[src/rtl/usb_in_ep_defs.svh]
`ifndef USB_IN_EP_DEFS_SVH
`define USB_IN_EP_DEFS_SVH

`define IN_EP_ADDR_W 8
`define IN_EP_CTRL_OFF 8'h00
`define IN_EP_CFG_OFF 8'h04
`define IN_EP_INT_STS_OFF 8'h08
`define IN_EP_INT_CLR_OFF 8'h0c
`define IN_EP_INT_EN_OFF 8'h10

`define IN_EP_READY_BIT 0
`define IN_EP_NOT_EMPTY_BIT 1
`define IN_EP_UNDERRUN_BIT 2
`define IN_EP_PURGE_BIT 3

`define IN_EP_ISO_UPDATE_BIT 0
`define IN_EP_ISO_BIT 6
`define IN_EP_DBL_BIT 7

`define IN_EP_INT_TX_BIT 0
`define IN_EP_INT_UNDERRUN_BIT 1
`define IN_EP_INT_W 2

`define IN_EP_SLOTS_SINGLE 2'h1
`define IN_EP_SLOTS_DOUBLE 2'h2
`define IN_EP_CFG_RESET 8'h00
`define IN_EP_INT_EN_RESET 2'h0

`endif

[src/rtl/usb_in_ep_pkg.sv]
package usb_in_ep_pkg;

  typedef logic [1:0] slot_cnt_t;

  // Answer given to one IN token; at most one field is high at a time.
  typedef struct packed {
    logic send_data;
    logic send_zlp;
    logic send_nak;
  } usb_in_resp_s;

  function automatic slot_cnt_t slot_next(input slot_cnt_t cnt, input logic push,
                                          input logic pop);
    slot_cnt_t n;
    n = cnt;
    if (push && !pop) begin
      n = cnt + 2'h1;
    end else if (pop && !push) begin
      n = cnt - 2'h1;
    end
    return n;
  endfunction

endpackage

[src/rtl/in_fifo_slots.sv]
`timescale 1ns/1ps
`default_nettype none
`include "usb_in_ep_defs.svh"

module in_fifo_slots (
  input wire logic pclk,
  input wire logic presetn,
  input wire logic push,
  input wire logic pop,
  output usb_in_ep_pkg::slot_cnt_t slot_cnt,
  output logic not_empty
);

  usb_in_ep_pkg::slot_cnt_t cnt_q;

  always_ff @(posedge pclk or negedge presetn) begin
    if (!presetn) begin
      cnt_q <= 2'h0;
    end else begin
      cnt_q <= usb_in_ep_pkg::slot_next(cnt_q, push, pop);
    end
  end

  assign slot_cnt = cnt_q;
  assign not_empty = (cnt_q != 2'h0);

endmodule

`default_nettype wire

[src/rtl/usb_in_endpoint_fifo_status.sv]
// Functional notes
// - Writing one to the purge bit drops the next queued IN packet, resets the pointer and clears packet ready.
// - The purge bit returns to zero by itself when the drop has finished.
// - In isochronous mode a zero-length answer to an IN token sets the underrun flag.
// - In bulk or interrupt mode a NAK answer to an IN token sets the underrun flag.
// - The not-empty flag reads one while the IN FIFO holds at least one packet, else zero.
// - Packet ready clears on transmission, or when double buffering is on and a slot is free.
// - With isochronous mode and the update setting on, packet ready reads zero until the next SOF.
// - A transmission that clears packet ready raises the IN interrupt when it is enabled.
// - Double-buffer enable gives the FIFO two packet slots, otherwise one.
// - The isochronous enable picks isochronous handling at one and bulk or interrupt at zero.
`timescale 1ns/1ps
`default_nettype none
`include "usb_in_ep_defs.svh"

module usb_in_endpoint_fifo_status (
  input wire logic pclk,
  input wire logic presetn,
  input wire logic psel,
  input wire logic penable,
  input wire logic pwrite,
  input wire logic [`IN_EP_ADDR_W-1:0] paddr,
  input wire logic [31:0] pwdata,
  output logic [31:0] prdata,
  output logic pready,
  output logic pslverr,
  input wire logic in_token,
  input wire logic sof_rx,
  output usb_in_ep_pkg::usb_in_resp_s tx_resp,
  output logic fifo_ptr_reset,
  output logic irq
);

  logic purge_q;
  logic underrun_q;
  logic ready_q;
  logic hold_q;
  logic dbl_q;
  logic iso_q;
  logic isochronous_update_q;
  logic [`IN_EP_INT_W-1:0] sts_q;
  logic [`IN_EP_INT_W-1:0] sts_d;
  logic [`IN_EP_INT_W-1:0] en_q;
  logic [31:0] rdata_d;
  logic addr_ok;
  logic wr_en;
  logic ctrl_wr;
  logic push;
  logic pop;
  logic tok_data;
  logic tok_empty;
  logic fifo_ne;
  logic ready_rd;
  usb_in_ep_pkg::slot_cnt_t slot_cnt;
  usb_in_ep_pkg::slot_cnt_t cnt_next;
  usb_in_ep_pkg::slot_cnt_t cap;

  // Bus decode: no wait states, the access phase completes on its first cycle.
  assign wr_en = psel && penable && pready && pwrite;
  assign ctrl_wr = wr_en && (paddr == `IN_EP_CTRL_OFF);
  assign addr_ok = (paddr == `IN_EP_CTRL_OFF) || (paddr == `IN_EP_CFG_OFF) ||
                   (paddr == `IN_EP_INT_STS_OFF) || (paddr == `IN_EP_INT_CLR_OFF) ||
                   (paddr == `IN_EP_INT_EN_OFF);

  assign cap = dbl_q ? `IN_EP_SLOTS_DOUBLE : `IN_EP_SLOTS_SINGLE;
  assign ready_rd = ready_q && !hold_q;

  // A packet is committed when software raises packet ready and a slot is free.
  assign push = ctrl_wr && pwdata[`IN_EP_READY_BIT] && !ready_q && (slot_cnt < cap);
  assign tok_data = in_token && !purge_q && fifo_ne && !hold_q;
  assign tok_empty = in_token && !tok_data;
  assign pop = (purge_q && fifo_ne) || tok_data;
  assign cnt_next = usb_in_ep_pkg::slot_next(slot_cnt, push, pop);

  in_fifo_slots u_slots (
    .pclk(pclk),
    .presetn(presetn),
    .push(push),
    .pop(pop),
    .slot_cnt(slot_cnt),
    .not_empty(fifo_ne)
  );

  always_comb begin
    rdata_d = 32'h0;
    unique case (paddr)
      `IN_EP_CTRL_OFF: begin
        rdata_d[`IN_EP_PURGE_BIT] = purge_q;
        rdata_d[`IN_EP_UNDERRUN_BIT] = underrun_q;
        rdata_d[`IN_EP_NOT_EMPTY_BIT] = fifo_ne;
        rdata_d[`IN_EP_READY_BIT] = ready_rd;
      end
      `IN_EP_CFG_OFF: begin
        rdata_d[`IN_EP_DBL_BIT] = dbl_q;
        rdata_d[`IN_EP_ISO_BIT] = iso_q;
        rdata_d[`IN_EP_ISO_UPDATE_BIT] = isochronous_update_q;
      end
      `IN_EP_INT_STS_OFF: rdata_d[`IN_EP_INT_W-1:0] = sts_q;
      `IN_EP_INT_EN_OFF: rdata_d[`IN_EP_INT_W-1:0] = en_q;
      default: rdata_d = 32'h0;
    endcase
  end

  always_ff @(posedge pclk or negedge presetn) begin
    if (!presetn) begin
      pready <= 1'b0;
      pslverr <= 1'b0;
      prdata <= 32'h0;
    end else begin
      pready <= psel && !penable;
      if (psel && !penable) begin
        pslverr <= !addr_ok;
        prdata <= pwrite ? 32'h0 : rdata_d;
      end
    end
  end

  always_ff @(posedge pclk or negedge presetn) begin
    if (!presetn) begin
      dbl_q <= 1'b0;
      iso_q <= 1'b0;
      isochronous_update_q <= 1'b0;
      en_q <= `IN_EP_INT_EN_RESET;
    end else begin
      if (wr_en && (paddr == `IN_EP_CFG_OFF)) begin
        dbl_q <= pwdata[`IN_EP_DBL_BIT];
        iso_q <= pwdata[`IN_EP_ISO_BIT];
        isochronous_update_q <= pwdata[`IN_EP_ISO_UPDATE_BIT];
      end
      if (wr_en && (paddr == `IN_EP_INT_EN_OFF)) begin
        en_q <= pwdata[`IN_EP_INT_W-1:0];
      end
    end
  end

  // Purge is write-one only and clears itself after the one-cycle drop.
  always_ff @(posedge pclk or negedge presetn) begin
    if (!presetn) begin
      purge_q <= 1'b0;
      fifo_ptr_reset <= 1'b0;
    end else begin
      fifo_ptr_reset <= purge_q;
      if (purge_q) begin
        purge_q <= 1'b0;
      end else if (ctrl_wr && pwdata[`IN_EP_PURGE_BIT]) begin
        purge_q <= 1'b1;
      end
    end
  end

  always_ff @(posedge pclk or negedge presetn) begin
    if (!presetn) begin
      ready_q <= 1'b0;
    end else if (purge_q) begin
      ready_q <= 1'b0;
    end else if (tok_data || (dbl_q && (cnt_next < `IN_EP_SLOTS_DOUBLE))) begin
      ready_q <= 1'b0;
    end else if (push) begin
      ready_q <= 1'b1;
    end
  end

  // Hold marks a packet committed under isochronous update; SOF releases it.
  always_ff @(posedge pclk or negedge presetn) begin
    if (!presetn) begin
      hold_q <= 1'b0;
    end else if (push && iso_q && isochronous_update_q) begin
      hold_q <= 1'b1;
    end else if (sof_rx || purge_q) begin
      hold_q <= 1'b0;
    end
  end

  // Hardware sets, software clears by writing zero; a set in the same cycle wins.
  always_ff @(posedge pclk or negedge presetn) begin
    if (!presetn) begin
      underrun_q <= 1'b0;
    end else if (tok_empty) begin
      underrun_q <= 1'b1;
    end else if (ctrl_wr && !pwdata[`IN_EP_UNDERRUN_BIT]) begin
      underrun_q <= 1'b0;
    end
  end

  always_ff @(posedge pclk or negedge presetn) begin
    if (!presetn) begin
      tx_resp <= '0;
    end else begin
      tx_resp.send_data <= tok_data;
      tx_resp.send_zlp <= tok_empty && iso_q;
      tx_resp.send_nak <= tok_empty && !iso_q;
    end
  end

  always_comb begin
    sts_d = sts_q;
    if (wr_en && (paddr == `IN_EP_INT_CLR_OFF)) begin
      sts_d = sts_d & ~pwdata[`IN_EP_INT_W-1:0];
    end
    sts_d[`IN_EP_INT_TX_BIT] = sts_d[`IN_EP_INT_TX_BIT] | tok_data;
    sts_d[`IN_EP_INT_UNDERRUN_BIT] = sts_d[`IN_EP_INT_UNDERRUN_BIT] | tok_empty;
  end

  always_ff @(posedge pclk or negedge presetn) begin
    if (!presetn) begin
      sts_q <= '0;
      irq <= 1'b0;
    end else begin
      sts_q <= sts_d;
      irq <= |(sts_d & en_q);
    end
  end

  AST_PURGE_SELF_CLEARS: assert property (@(posedge pclk) disable iff (!presetn)
    purge_q |=> !purge_q && !ready_q && fifo_ptr_reset)
    else $error("purge did not finish in one cycle");

  AST_PURGE_DROPS_ONE: assert property (@(posedge pclk) disable iff (!presetn)
    purge_q && fifo_ne && !push |=> slot_cnt == $past(slot_cnt) - 2'h1)
    else $error("purge did not drop exactly one packet");

  AST_ISO_ZLP_UNDERRUN: assert property (@(posedge pclk) disable iff (!presetn)
    in_token && iso_q && !tok_data |=> tx_resp.send_zlp && !tx_resp.send_data && underrun_q)
    else $error("isochronous empty token not answered by zero-length packet");

  AST_NAK_UNDERRUN: assert property (@(posedge pclk) disable iff (!presetn)
    in_token && !iso_q && !tok_data |=> tx_resp.send_nak && !tx_resp.send_zlp && underrun_q)
    else $error("bulk empty token not answered by NAK");

  AST_NOT_EMPTY_READ: assert property (@(posedge pclk) disable iff (!presetn)
    psel && !penable && !pwrite && (paddr == `IN_EP_CTRL_OFF)
    |=> prdata[`IN_EP_NOT_EMPTY_BIT] == ($past(slot_cnt) != 2'h0))
    else $error("not-empty flag disagrees with packet count");

  AST_TX_CLEARS_READY: assert property (@(posedge pclk) disable iff (!presetn)
    tok_data && ready_q |=> !ready_q && tx_resp.send_data)
    else $error("packet ready not cleared after transmission");

  AST_DBL_OPEN_SLOT: assert property (@(posedge pclk) disable iff (!presetn)
    ready_q && dbl_q && $stable(dbl_q) && !purge_q |-> slot_cnt == `IN_EP_SLOTS_DOUBLE)
    else $error("packet ready held with a free double-buffer slot");

  AST_ISO_HOLD_READ: assert property (@(posedge pclk) disable iff (!presetn)
    psel && !penable && !pwrite && (paddr == `IN_EP_CTRL_OFF) && hold_q
    |=> !prdata[`IN_EP_READY_BIT])
    else $error("packet ready visible before SOF");

  AST_TX_IRQ: assert property (@(posedge pclk) disable iff (!presetn)
    tok_data && en_q[`IN_EP_INT_TX_BIT] |=> sts_q[`IN_EP_INT_TX_BIT] && irq)
    else $error("transmission did not raise the interrupt");

  AST_ZERO_PURGE_IDLE: assert property (@(posedge pclk) disable iff (!presetn)
    ctrl_wr && !pwdata[`IN_EP_PURGE_BIT] && !purge_q |=> !purge_q && !fifo_ptr_reset)
    else $error("writing zero to purge started a purge");

  AST_PURGE_STARTS: assert property (@(posedge pclk) disable iff (!presetn)
    ctrl_wr && pwdata[`IN_EP_PURGE_BIT] && !purge_q |=> purge_q)
    else $error("writing one to purge did not start a purge");

  AST_TOKEN_ONE_ANSWER: assert property (@(posedge pclk) disable iff (!presetn)
    in_token |=> $onehot(tx_resp))
    else $error("IN token not answered by exactly one response");

  AST_RESP_EXCLUSIVE: assert property (@(posedge pclk) disable iff (!presetn)
    $onehot0(tx_resp))
    else $error("more than one token response at once");

  AST_PUSH_NOT_EMPTY: assert property (@(posedge pclk) disable iff (!presetn)
    push |=> fifo_ne)
    else $error("committed packet not reported as queued");

  AST_UNDERRUN_STICKY: assert property (@(posedge pclk) disable iff (!presetn)
    underrun_q && !ctrl_wr |=> underrun_q)
    else $error("underrun flag cleared without a software write");

  AST_SLOT_LIMIT: assert property (@(posedge pclk) disable iff (!presetn)
    slot_cnt != 2'h3)
    else $error("packet count above two slots");

  AST_SOF_RELEASES_HOLD: assert property (@(posedge pclk) disable iff (!presetn)
    sof_rx && !push |=> !hold_q)
    else $error("start of frame did not release the held packet");

  AST_HOLD_BLOCKS_DATA: assert property (@(posedge pclk) disable iff (!presetn)
    hold_q && in_token |=> !tx_resp.send_data)
    else $error("held packet sent before start of frame");

  AST_READY_HAS_PACKET: assert property (@(posedge pclk) disable iff (!presetn)
    ready_q |-> fifo_ne)
    else $error("packet ready set with an empty FIFO");

  AST_IRQ_NEEDS_STATUS: assert property (@(posedge pclk) disable iff (!presetn)
    irq |-> |sts_q)
    else $error("interrupt raised with no status bit set");

  COV_DOUBLE_FULL: cover property (@(posedge pclk) disable iff (!presetn)
    dbl_q && slot_cnt == `IN_EP_SLOTS_DOUBLE);
  COV_ISO_SOF_RELEASE: cover property (@(posedge pclk) disable iff (!presetn)
    hold_q ##1 sof_rx ##[1:4] tok_data);
  COV_UNDERRUN_NAK: cover property (@(posedge pclk) disable iff (!presetn)
    tok_empty && !iso_q);
  COV_PURGE_FULL: cover property (@(posedge pclk) disable iff (!presetn)
    purge_q && slot_cnt == `IN_EP_SLOTS_DOUBLE);

endmodule

`default_nettype wire

[config.mk]
export PLATFORM = sky130hd
export DESIGN_NAME = usb_in_endpoint_fifo_status
export DESIGN_NICKNAME = d
export VERILOG_FILES = /design/src/rtl/usb_in_ep_pkg.sv /design/src/rtl/in_fifo_slots.sv /design/src/rtl/usb_in_endpoint_fifo_status.sv
export VERILOG_INCLUDE_DIRS = /design/src /design/src/rtl
export SDC_FILE = /design/constraint.sdc
export NUM_CORES = 1
export LEC_CHECK = 0
export ABC_AREA = 1
export BUFFER_PORTS_ARGS = -buffer_cell sky130_fd_sc_hd__buf_4
export CORE_ASPECT_RATIO = 1.25
export CORE_MARGIN = 3
export CORE_UTILIZATION = 33
export CTS_CLUSTER_DIAMETER = 150
export DETAILED_ROUTE_END_ITERATION = 10
export SLEW_MARGIN = 25
export SYNTH_ARGS = -nofsm -noshare
export SYNTH_HDL_FRONTEND = slang
export SYNTH_SLANG_ARGS = --single-unit
[constraint.sdc]
create_clock -name pclk -period 5.7 [get_ports pclk]
set_input_delay 0.57 -clock pclk [delete_from_list [all_inputs] [get_ports pclk]]
set_output_delay 0.57 -clock pclk [all_outputs]
set_load 0.02 [all_outputs]
# --- Word level (Yosys, flattened, before mapping) ---
# Cells that the tools add are included.
word_totals:
  register_bits: 52
  inputBits: 47
  word_cells: 98
classes:
  add_sub_neg: 2
  mux: 18
  n_bitwise: 5
  reduce_logical: 49
  magnitude_cmp: 2
  n_eq_ne: 4
ops:
  columns: ["operator", "count"]
  rows:
  - ["logical AND 1 bit", 26]
  - ["== test 8 x 4 -> 1 bit (second input constant)", 2]
  - ["two-way mux 2 bit", 6]
  - ["logical NOT 1 bit", 10]
  - ["two-way mux 1 bit", 9]
  - ["== test 8 x 3 -> 1 bit (second input constant)", 1]
  - ["== test 8 x 5 -> 1 bit (second input constant)", 1]
  - ["logical NOT 8 bit", 1]
  - ["two-way mux 8 bit", 1]
  - ["logical OR 1 bit", 7]
  - ["nonzero test 2 bit", 3]
  - ["AND 2 bit", 2]
  - ["one-hot mux 1 bit (4 select lines)", 1]
  - ["one-hot mux 1 bit (3 select lines)", 1]
  - ["nonzero test 3 bit", 1]
  - ["adder 2 x 1 -> 2 bit (second input constant)", 1]
  - ["less-than comparator 2 bit", 1]
  - ["less-than comparator 2 bit (second input constant)", 1]
  - ["inverter 2 bit", 1]
  - ["OR 1 bit", 2]
  - ["OR reduction 2 bit", 1]
  - ["subtractor 2 x 1 -> 2 bit (second input constant)", 1]

# --- Longest topological paths before layout ---
logic_depth:
  ltp_word: 16
  ltp_mapped: 13
  ltp_nobuf: 13

# --- Modules after synthesis ---
# From an unflattened synthesis, not the netlist that was laid out.
unflattened:
  cells_unflattened: 194
  hier_area_um2: 1540.2
by_module_without_submodules:
  columns: ["module", "area_per_inst_um2", "cells_each", "instances"]
  rows:
  - ["usb_in_endpoint_fifo_status", 1408.9, 174, 1]
  - ["in_fifo_slots", 131.4, 20, 1]

# --- Least setup slack after synthesis ---
# OpenSTA, ideal clock, no wires.
synth_path:
  path_type: "input-to-reg"
  startpoint: "in paddr[4]"
  endpoint: "reg ready_q"
  arrival_ns: 1.751
  path_buffers: 0
  setup_ns: 0.126
  required_time_ns: 5.574
  stages: 9
  path_slack_ns: 3.823
  cell_sequence: "nor2_2 -> nand2_4 -> nor2_8 -> nand4_4 -> ha_1 -> o21ai_0 -> o21ai_0 -> o21ai_0 -> a21oi_2"
synth_via:
  elab_chain_len: 14
  elab_cells_between_ends: 16
  classes_between: "1 x order compare; 4 x mux; 11 x reduce/logical"
synth_rtl:
  columns: ["item", "line", "text"]
  rows:
  - ["from (decl)", "usb_in_endpoint_fifo_status.sv:22", "input wire logic [`IN_EP_ADDR_W-1:0] paddr,"]
  - ["logical NOT 8 bit *", null, null]
  - ["logical AND 1 bit *", "usb_in_endpoint_fifo_status.sv:60", "assign ctrl_wr = wr_en && (paddr == `IN_EP_CTRL_OFF);"]
  - ["logical AND 1 bit * (3 in a row)", "usb_in_endpoint_fifo_status.sv:69", "assign push = ctrl_wr && pwdata[`IN_EP_READY_BIT] && !ready_q && (slot_cnt < cap);"]
  - ["logical NOT 1 bit", "usb_in_ep_pkg.sv:18", "end else if (pop && !push) begin"]
  - ["logical AND 1 bit", "usb_in_ep_pkg.sv:18", null]
  - ["two-way mux 2 bit", "usb_in_ep_pkg.sv:18", null]
  - ["two-way mux 2 bit *", "usb_in_ep_pkg.sv:16", "if (push && !pop) begin"]
  - ["net cnt_next[1]", "usb_in_endpoint_fifo_status.sv:55", "usb_in_ep_pkg::slot_cnt_t cnt_next;"]
  - ["less-than comparator 2 bit (no line) *", null, null]
  - ["logical AND 1 bit *", "usb_in_endpoint_fifo_status.sv:156", "end else if (tok_data || (dbl_q && (cnt_next < `IN_EP_SLOTS_DOUBLE))) begin"]
  - ["logical OR 1 bit *", "usb_in_endpoint_fifo_status.sv:156", null]
  - ["two-way mux 1 bit", "usb_in_endpoint_fifo_status.sv:156", null]
  - ["two-way mux 1 bit", "usb_in_endpoint_fifo_status.sv:154", "end else if (purge_q) begin"]
  - ["to (signal assigned)", "usb_in_endpoint_fifo_status.sv:153", "ready_q <= 1'b0;"]
  - ["to (signal assigned)", "usb_in_endpoint_fifo_status.sv:155", "ready_q <= 1'b0;"]
  - ["to (signal assigned)", "usb_in_endpoint_fifo_status.sv:157", "ready_q <= 1'b0;"]
  - ["to (decl)", "usb_in_endpoint_fifo_status.sv:36", "logic ready_q;"]
# Mark *: on every way through the listed nets, which the timed path passes. The rest lies on a longest branch.
# A chain may end at the register's enable or synchronous reset.

# --- Final worst setup path ---
layout_path:
  startpoint: "reg u_slots.cnt_q[0], in the netlist u_slots.slot_cnt[0]"
  endpoint: "reg ready_q"
layout_via:
  elab_chain_len: 12
  elab_cells_between_ends: 21
  classes_between: "2 x add/sub; 2 x order compare; 4 x mux; 13 x reduce/logical"
layout_rtl:
  columns: ["item", "line", "text"]
  rows:
  - ["from (decl)", "in_fifo_slots.sv:14", "usb_in_ep_pkg::slot_cnt_t cnt_q;"]
  - ["from (signal assigned)", "in_fifo_slots.sv:20", "cnt_q <= usb_in_ep_pkg::slot_next(cnt_q, push, pop);"]
  - ["nonzero test 2 bit *", "in_fifo_slots.sv:25", "assign not_empty = (cnt_q != 2'h0);"]
  - ["logical AND 1 bit * (2 in a row)", "usb_in_endpoint_fifo_status.sv:70", "assign tok_data = in_token && !purge_q && fifo_ne && !hold_q;"]
  - ["net tok_data", "usb_in_endpoint_fifo_status.sv:50", "logic tok_data;"]
  - ["logical OR 1 bit *", "usb_in_endpoint_fifo_status.sv:72", "assign pop = (purge_q && fifo_ne) || tok_data;"]
  - ["logical AND 1 bit / logical NOT 1 bit (equally long branches)", "usb_in_ep_pkg.sv:18, usb_in_ep_pkg.sv:16", null]
  - ["two-way mux 2 bit / logical AND 1 bit (equally long branches)", "usb_in_ep_pkg.sv:18, usb_in_ep_pkg.sv:16", null]
  - ["two-way mux 2 bit *", "usb_in_ep_pkg.sv:16", null]
  - ["net cnt_next[1]", "usb_in_endpoint_fifo_status.sv:55", null]
  - ["less-than comparator 2 bit (no line) *", null, null]
  - ["logical AND 1 bit *", "usb_in_endpoint_fifo_status.sv:156", null]
  - ["logical OR 1 bit *", "usb_in_endpoint_fifo_status.sv:156", null]
  - ["two-way mux 1 bit", "usb_in_endpoint_fifo_status.sv:156", null]
  - ["two-way mux 1 bit", "usb_in_endpoint_fifo_status.sv:154", null]
# Marked as above.

==> impl_results.md <==
* # hold bufs at CTS at 0
* Number of warning messages in the yosys log at 0
* Drt initial violations at 37
* First-pass GRT wire length at ~5100 microns
* Worst slack at placement at between 3 and 4 ns
* Yosys reg bits at 26
* Clk pwr share at 0.389
* Vias in the first global route at around 1.2k
* Clock buffer depth at 2
* CTS tree: done
* Full die area at ~0.0057 sq mm
* Final core utilization at 0.414
* Switching power at 93.3 uW
* Final Hold Fails at 0
* Worst-case reg-to-reg path depth at 12
* Avg WL per Cell at 10.6 microns
* Crit Reg-Reg Endpoint: ready_q$_DFFE_PN0P_
* Placer Congestion at about 0.73
* Clock slew at the register clock pins of the worst setup and hold paths at about 0.090 ns
* Io pins at 86
* Starting Density at 0.350
* Nets at 285
* IO Port Bufs at 33
* Commonest non-fill, non-tap cell in the layout: nand2_1
* Top cell type's share of synthesized area at 0.411
* TNS Setup at 0 ns
* Share of power burned in registers at 0.481
* Drt total wl at 3080 microns
* Vias per inst at around 4
* Total GRT Usage at 0.114
* DR vias at about 1.2k
* Post-Syn Instances at slightly below 200
* P_leak at roughly 0.0011 uW
* Post-route insts no fill at ~290
* Fmax at between 400 and 500 MHz
* Final Critical Period at ~2.1 ns
* Chip Height at approximately 83 microns
* Post-Syn Area at around 0.0016 sq mm
* Die width at 68.0 microns
* Peak supply drop at between 0.00008 and 0.00009 V
* Commonest non-fill, non-tap cells in the layout: 50 x nand2_1, 33 x buf_4, 26 x conb_1, 26 x dfrtp_1, 23 x inv_1
* R2R Setup Slk at 3.60 ns
* Final count of pins violating max slew at 0
* Dpl cells at around 290
* Skew final at 0.00288 ns
* CP required at ~5.9 ns
* Max-cap violations at 0
* Core area at between 0.004 and 0.005 sq mm
* Synth area leaders: dfrtp_1 41%, buf_4 12%, nand2_1 12%, inv_1 5.5%, nor2_1 4.5%
* Total iterations of the first detailed-routing run at 4
* Period Utilization, post-route at 0.368
* Grt ovf at 0
* PwrDens at between 200 and 250 mW/mm^2
* Antenna Cells at 0
* Clk Latency, worst-skew pair at around 0.27 ns
* Row count at 27
* Sequential area share after synthesis at 0.411
* Switching Share at 0.240
* Synth cell types at 24
* Clock sinks at 26
* Clk Tree Root Cell: clkbuf_8
* RSZ-0062 raised after global routing: no
* H-tree depth at 1
* Startpoint Class: register
* Setup Buffers After CTS at 0
* Final setup viols at 0
* Worst r2r src: u_slots.slot_cnt[0]$_DFFE_PN0P_
* CTS-repair resized insts at 0
* Layout cells sized above 1 at 0.249
* DRC at 0
* Hold Crit Class: in2async
* Post-place instance area at around 0.0018 sq mm
* Cell taking the most area after synthesis: dfrtp_1
* Area Growth Syn to Fin at 18.3%
* Antenna violations before repair at 0
* Final ANT Viol Nets at 0
* WS Path Type: reg2reg
* Status: finished clean
* Pint at just under 300 uW
* Post-DP HPWL at about 2600 microns
* Fin area at between 0.0015 and 0.002 sq mm
* Crit Path Max Fanout at 3
* CP endpoint kind: register
* Logic gate share of total power at 0.130
* CTS buffer count at 3
* Syn Area/Cell at between 8 and 9 sq um
* Largest net degree at the start of global routing at 27
* Worst setup margin at 3.60 ns
* Arrival @ worst endpoint at about 2.3 ns
[logic make-up (layout without fill, tap and decap cells)]
kind of cell	count (synthesis)	count (layout)	synth area share
and+or+nand+nor	98	98	0.313
buffers and inverters	52	63	0.185
DFF	26	26	0.411
AOI/OAI and AO/OA	16	16	0.0577
adders and majority gates	4	4	0.0316
other	1	26	0.00237
[synthesized netlist by cell type]
master and number:
nand3_1 11, dfrtp_1 26, and2_2 1, nor2_8 2, nand2_4 1, nand4_1 1
inv_2 3, nand3_2 3, buf_4 26, nand2_2 4, nor3_1 1, inv_1 23
o21ai_1 3, nor2_2 2, ha_1 4, nor2_1 19, a21oi_2 1, nand4_4 1
o21ai_0 9, nand2_1 50, a21oi_1 2, o22ai_2 1, conb_1 1, nor2_4 2
[worst max-delay path: stages (launching register included)]
cell	delay (ns)
dfrtp_1	0.37
inv_1	0.06
ha_1	0.20
inv_1	0.09
nand4_1	0.19
inv_1	0.13
nor2_1	0.05
nor2_1	0.15
ha_1	0.21
o21ai_0	0.09
o21ai_0	0.23
o21ai_0	0.14
a21oi_2	0.11
[per-stage QoR]
stage / hold WS, ns / power, uW
2_1_floorplan: 0.274 / 234
3_5_place_dp: 0.458 / 242
5_1_grt: 0.211 / 404
6_report: 0.194 / 388
3_3_place_gp: 0.436 / 241
4_1_cts: 0.206 / 393
[registers in the layout, summed over array words and instances (netlist names)]
signal                cells
ready_q                   1
underrun_q                1
purge_q                   1
u_slots.slot_cnt          2
en_q                      2
dbl_q                     1
isochronous_update_q      1
prdata                    6
hold_q                    1
irq                       1
pready                    1
tx_resp                   3
sts_q                     2
fifo_ptr_reset            1
iso_q                     1
pslverr                   1
[metal layers]
| metal | GRT usage | up-vias | part of all wire |
|---|---|---|---|
| met1 | 0.136 | 531 | 0.41 |
| met5 | 0 | - | 0 |
| met2 | 0.202 | 37 | 0.53 |
| met3 | 0.0229 | 2 | 0.059 |
| li1 | - | 627 | - |
| met4 | 0.0271 | 0 | 0.0049 |
[worst max path at each step]
stage | from | slack (ns) | to | depth (start not counted)
after floorplan | paddr[4] | 3.82 | ready_q$_DFFE_PN0P_ | 9
after CTS | dbl_q$_DFFE_PN0P_ | 3.58 | ready_q$_DFFE_PN0P_ | 9
final | u_slots.slot_cnt[0]$_DFFE_PN0P_ | 3.60 | ready_q$_DFFE_PN0P_ | 12
after global routing | u_slots.slot_cnt[0]$_DFFE_PN0P_ | 3.36 | ready_q$_DFFE_PN0P_ | 13
after global placement | paddr[4] | 3.54 | ready_q$_DFFE_PN0P_ | 10
after detailed placement | paddr[7] | 3.51 | ready_q$_DFFE_PN0P_ | 10
[area by class of cell]
class | count | area [sq um]
Inverter | 26 | 97.6
Tap cell | 58 | 72.6
Fill cell | 481 | 2650
Multi-Input combinational cell | 144 | 734
Sequential cell | 26 | 651
Clock buffer | 3 | 41.3
Clock inverter | 1 | 30.0
Timing Repair Buffer | 33 | 248
[power groups by stage]
stage          sequential, uW  combinational [uW]  clock (uW)
2_1_floorplan             193                40.9           0
3_3_place_gp              191                50.8           0
3_5_place_dp              191                51.0           0
4_1_cts                   187                51.1         154
5_1_grt                   187                56.0         161
6_report                  187                50.5         151
(Power assumes the default switching activity.)
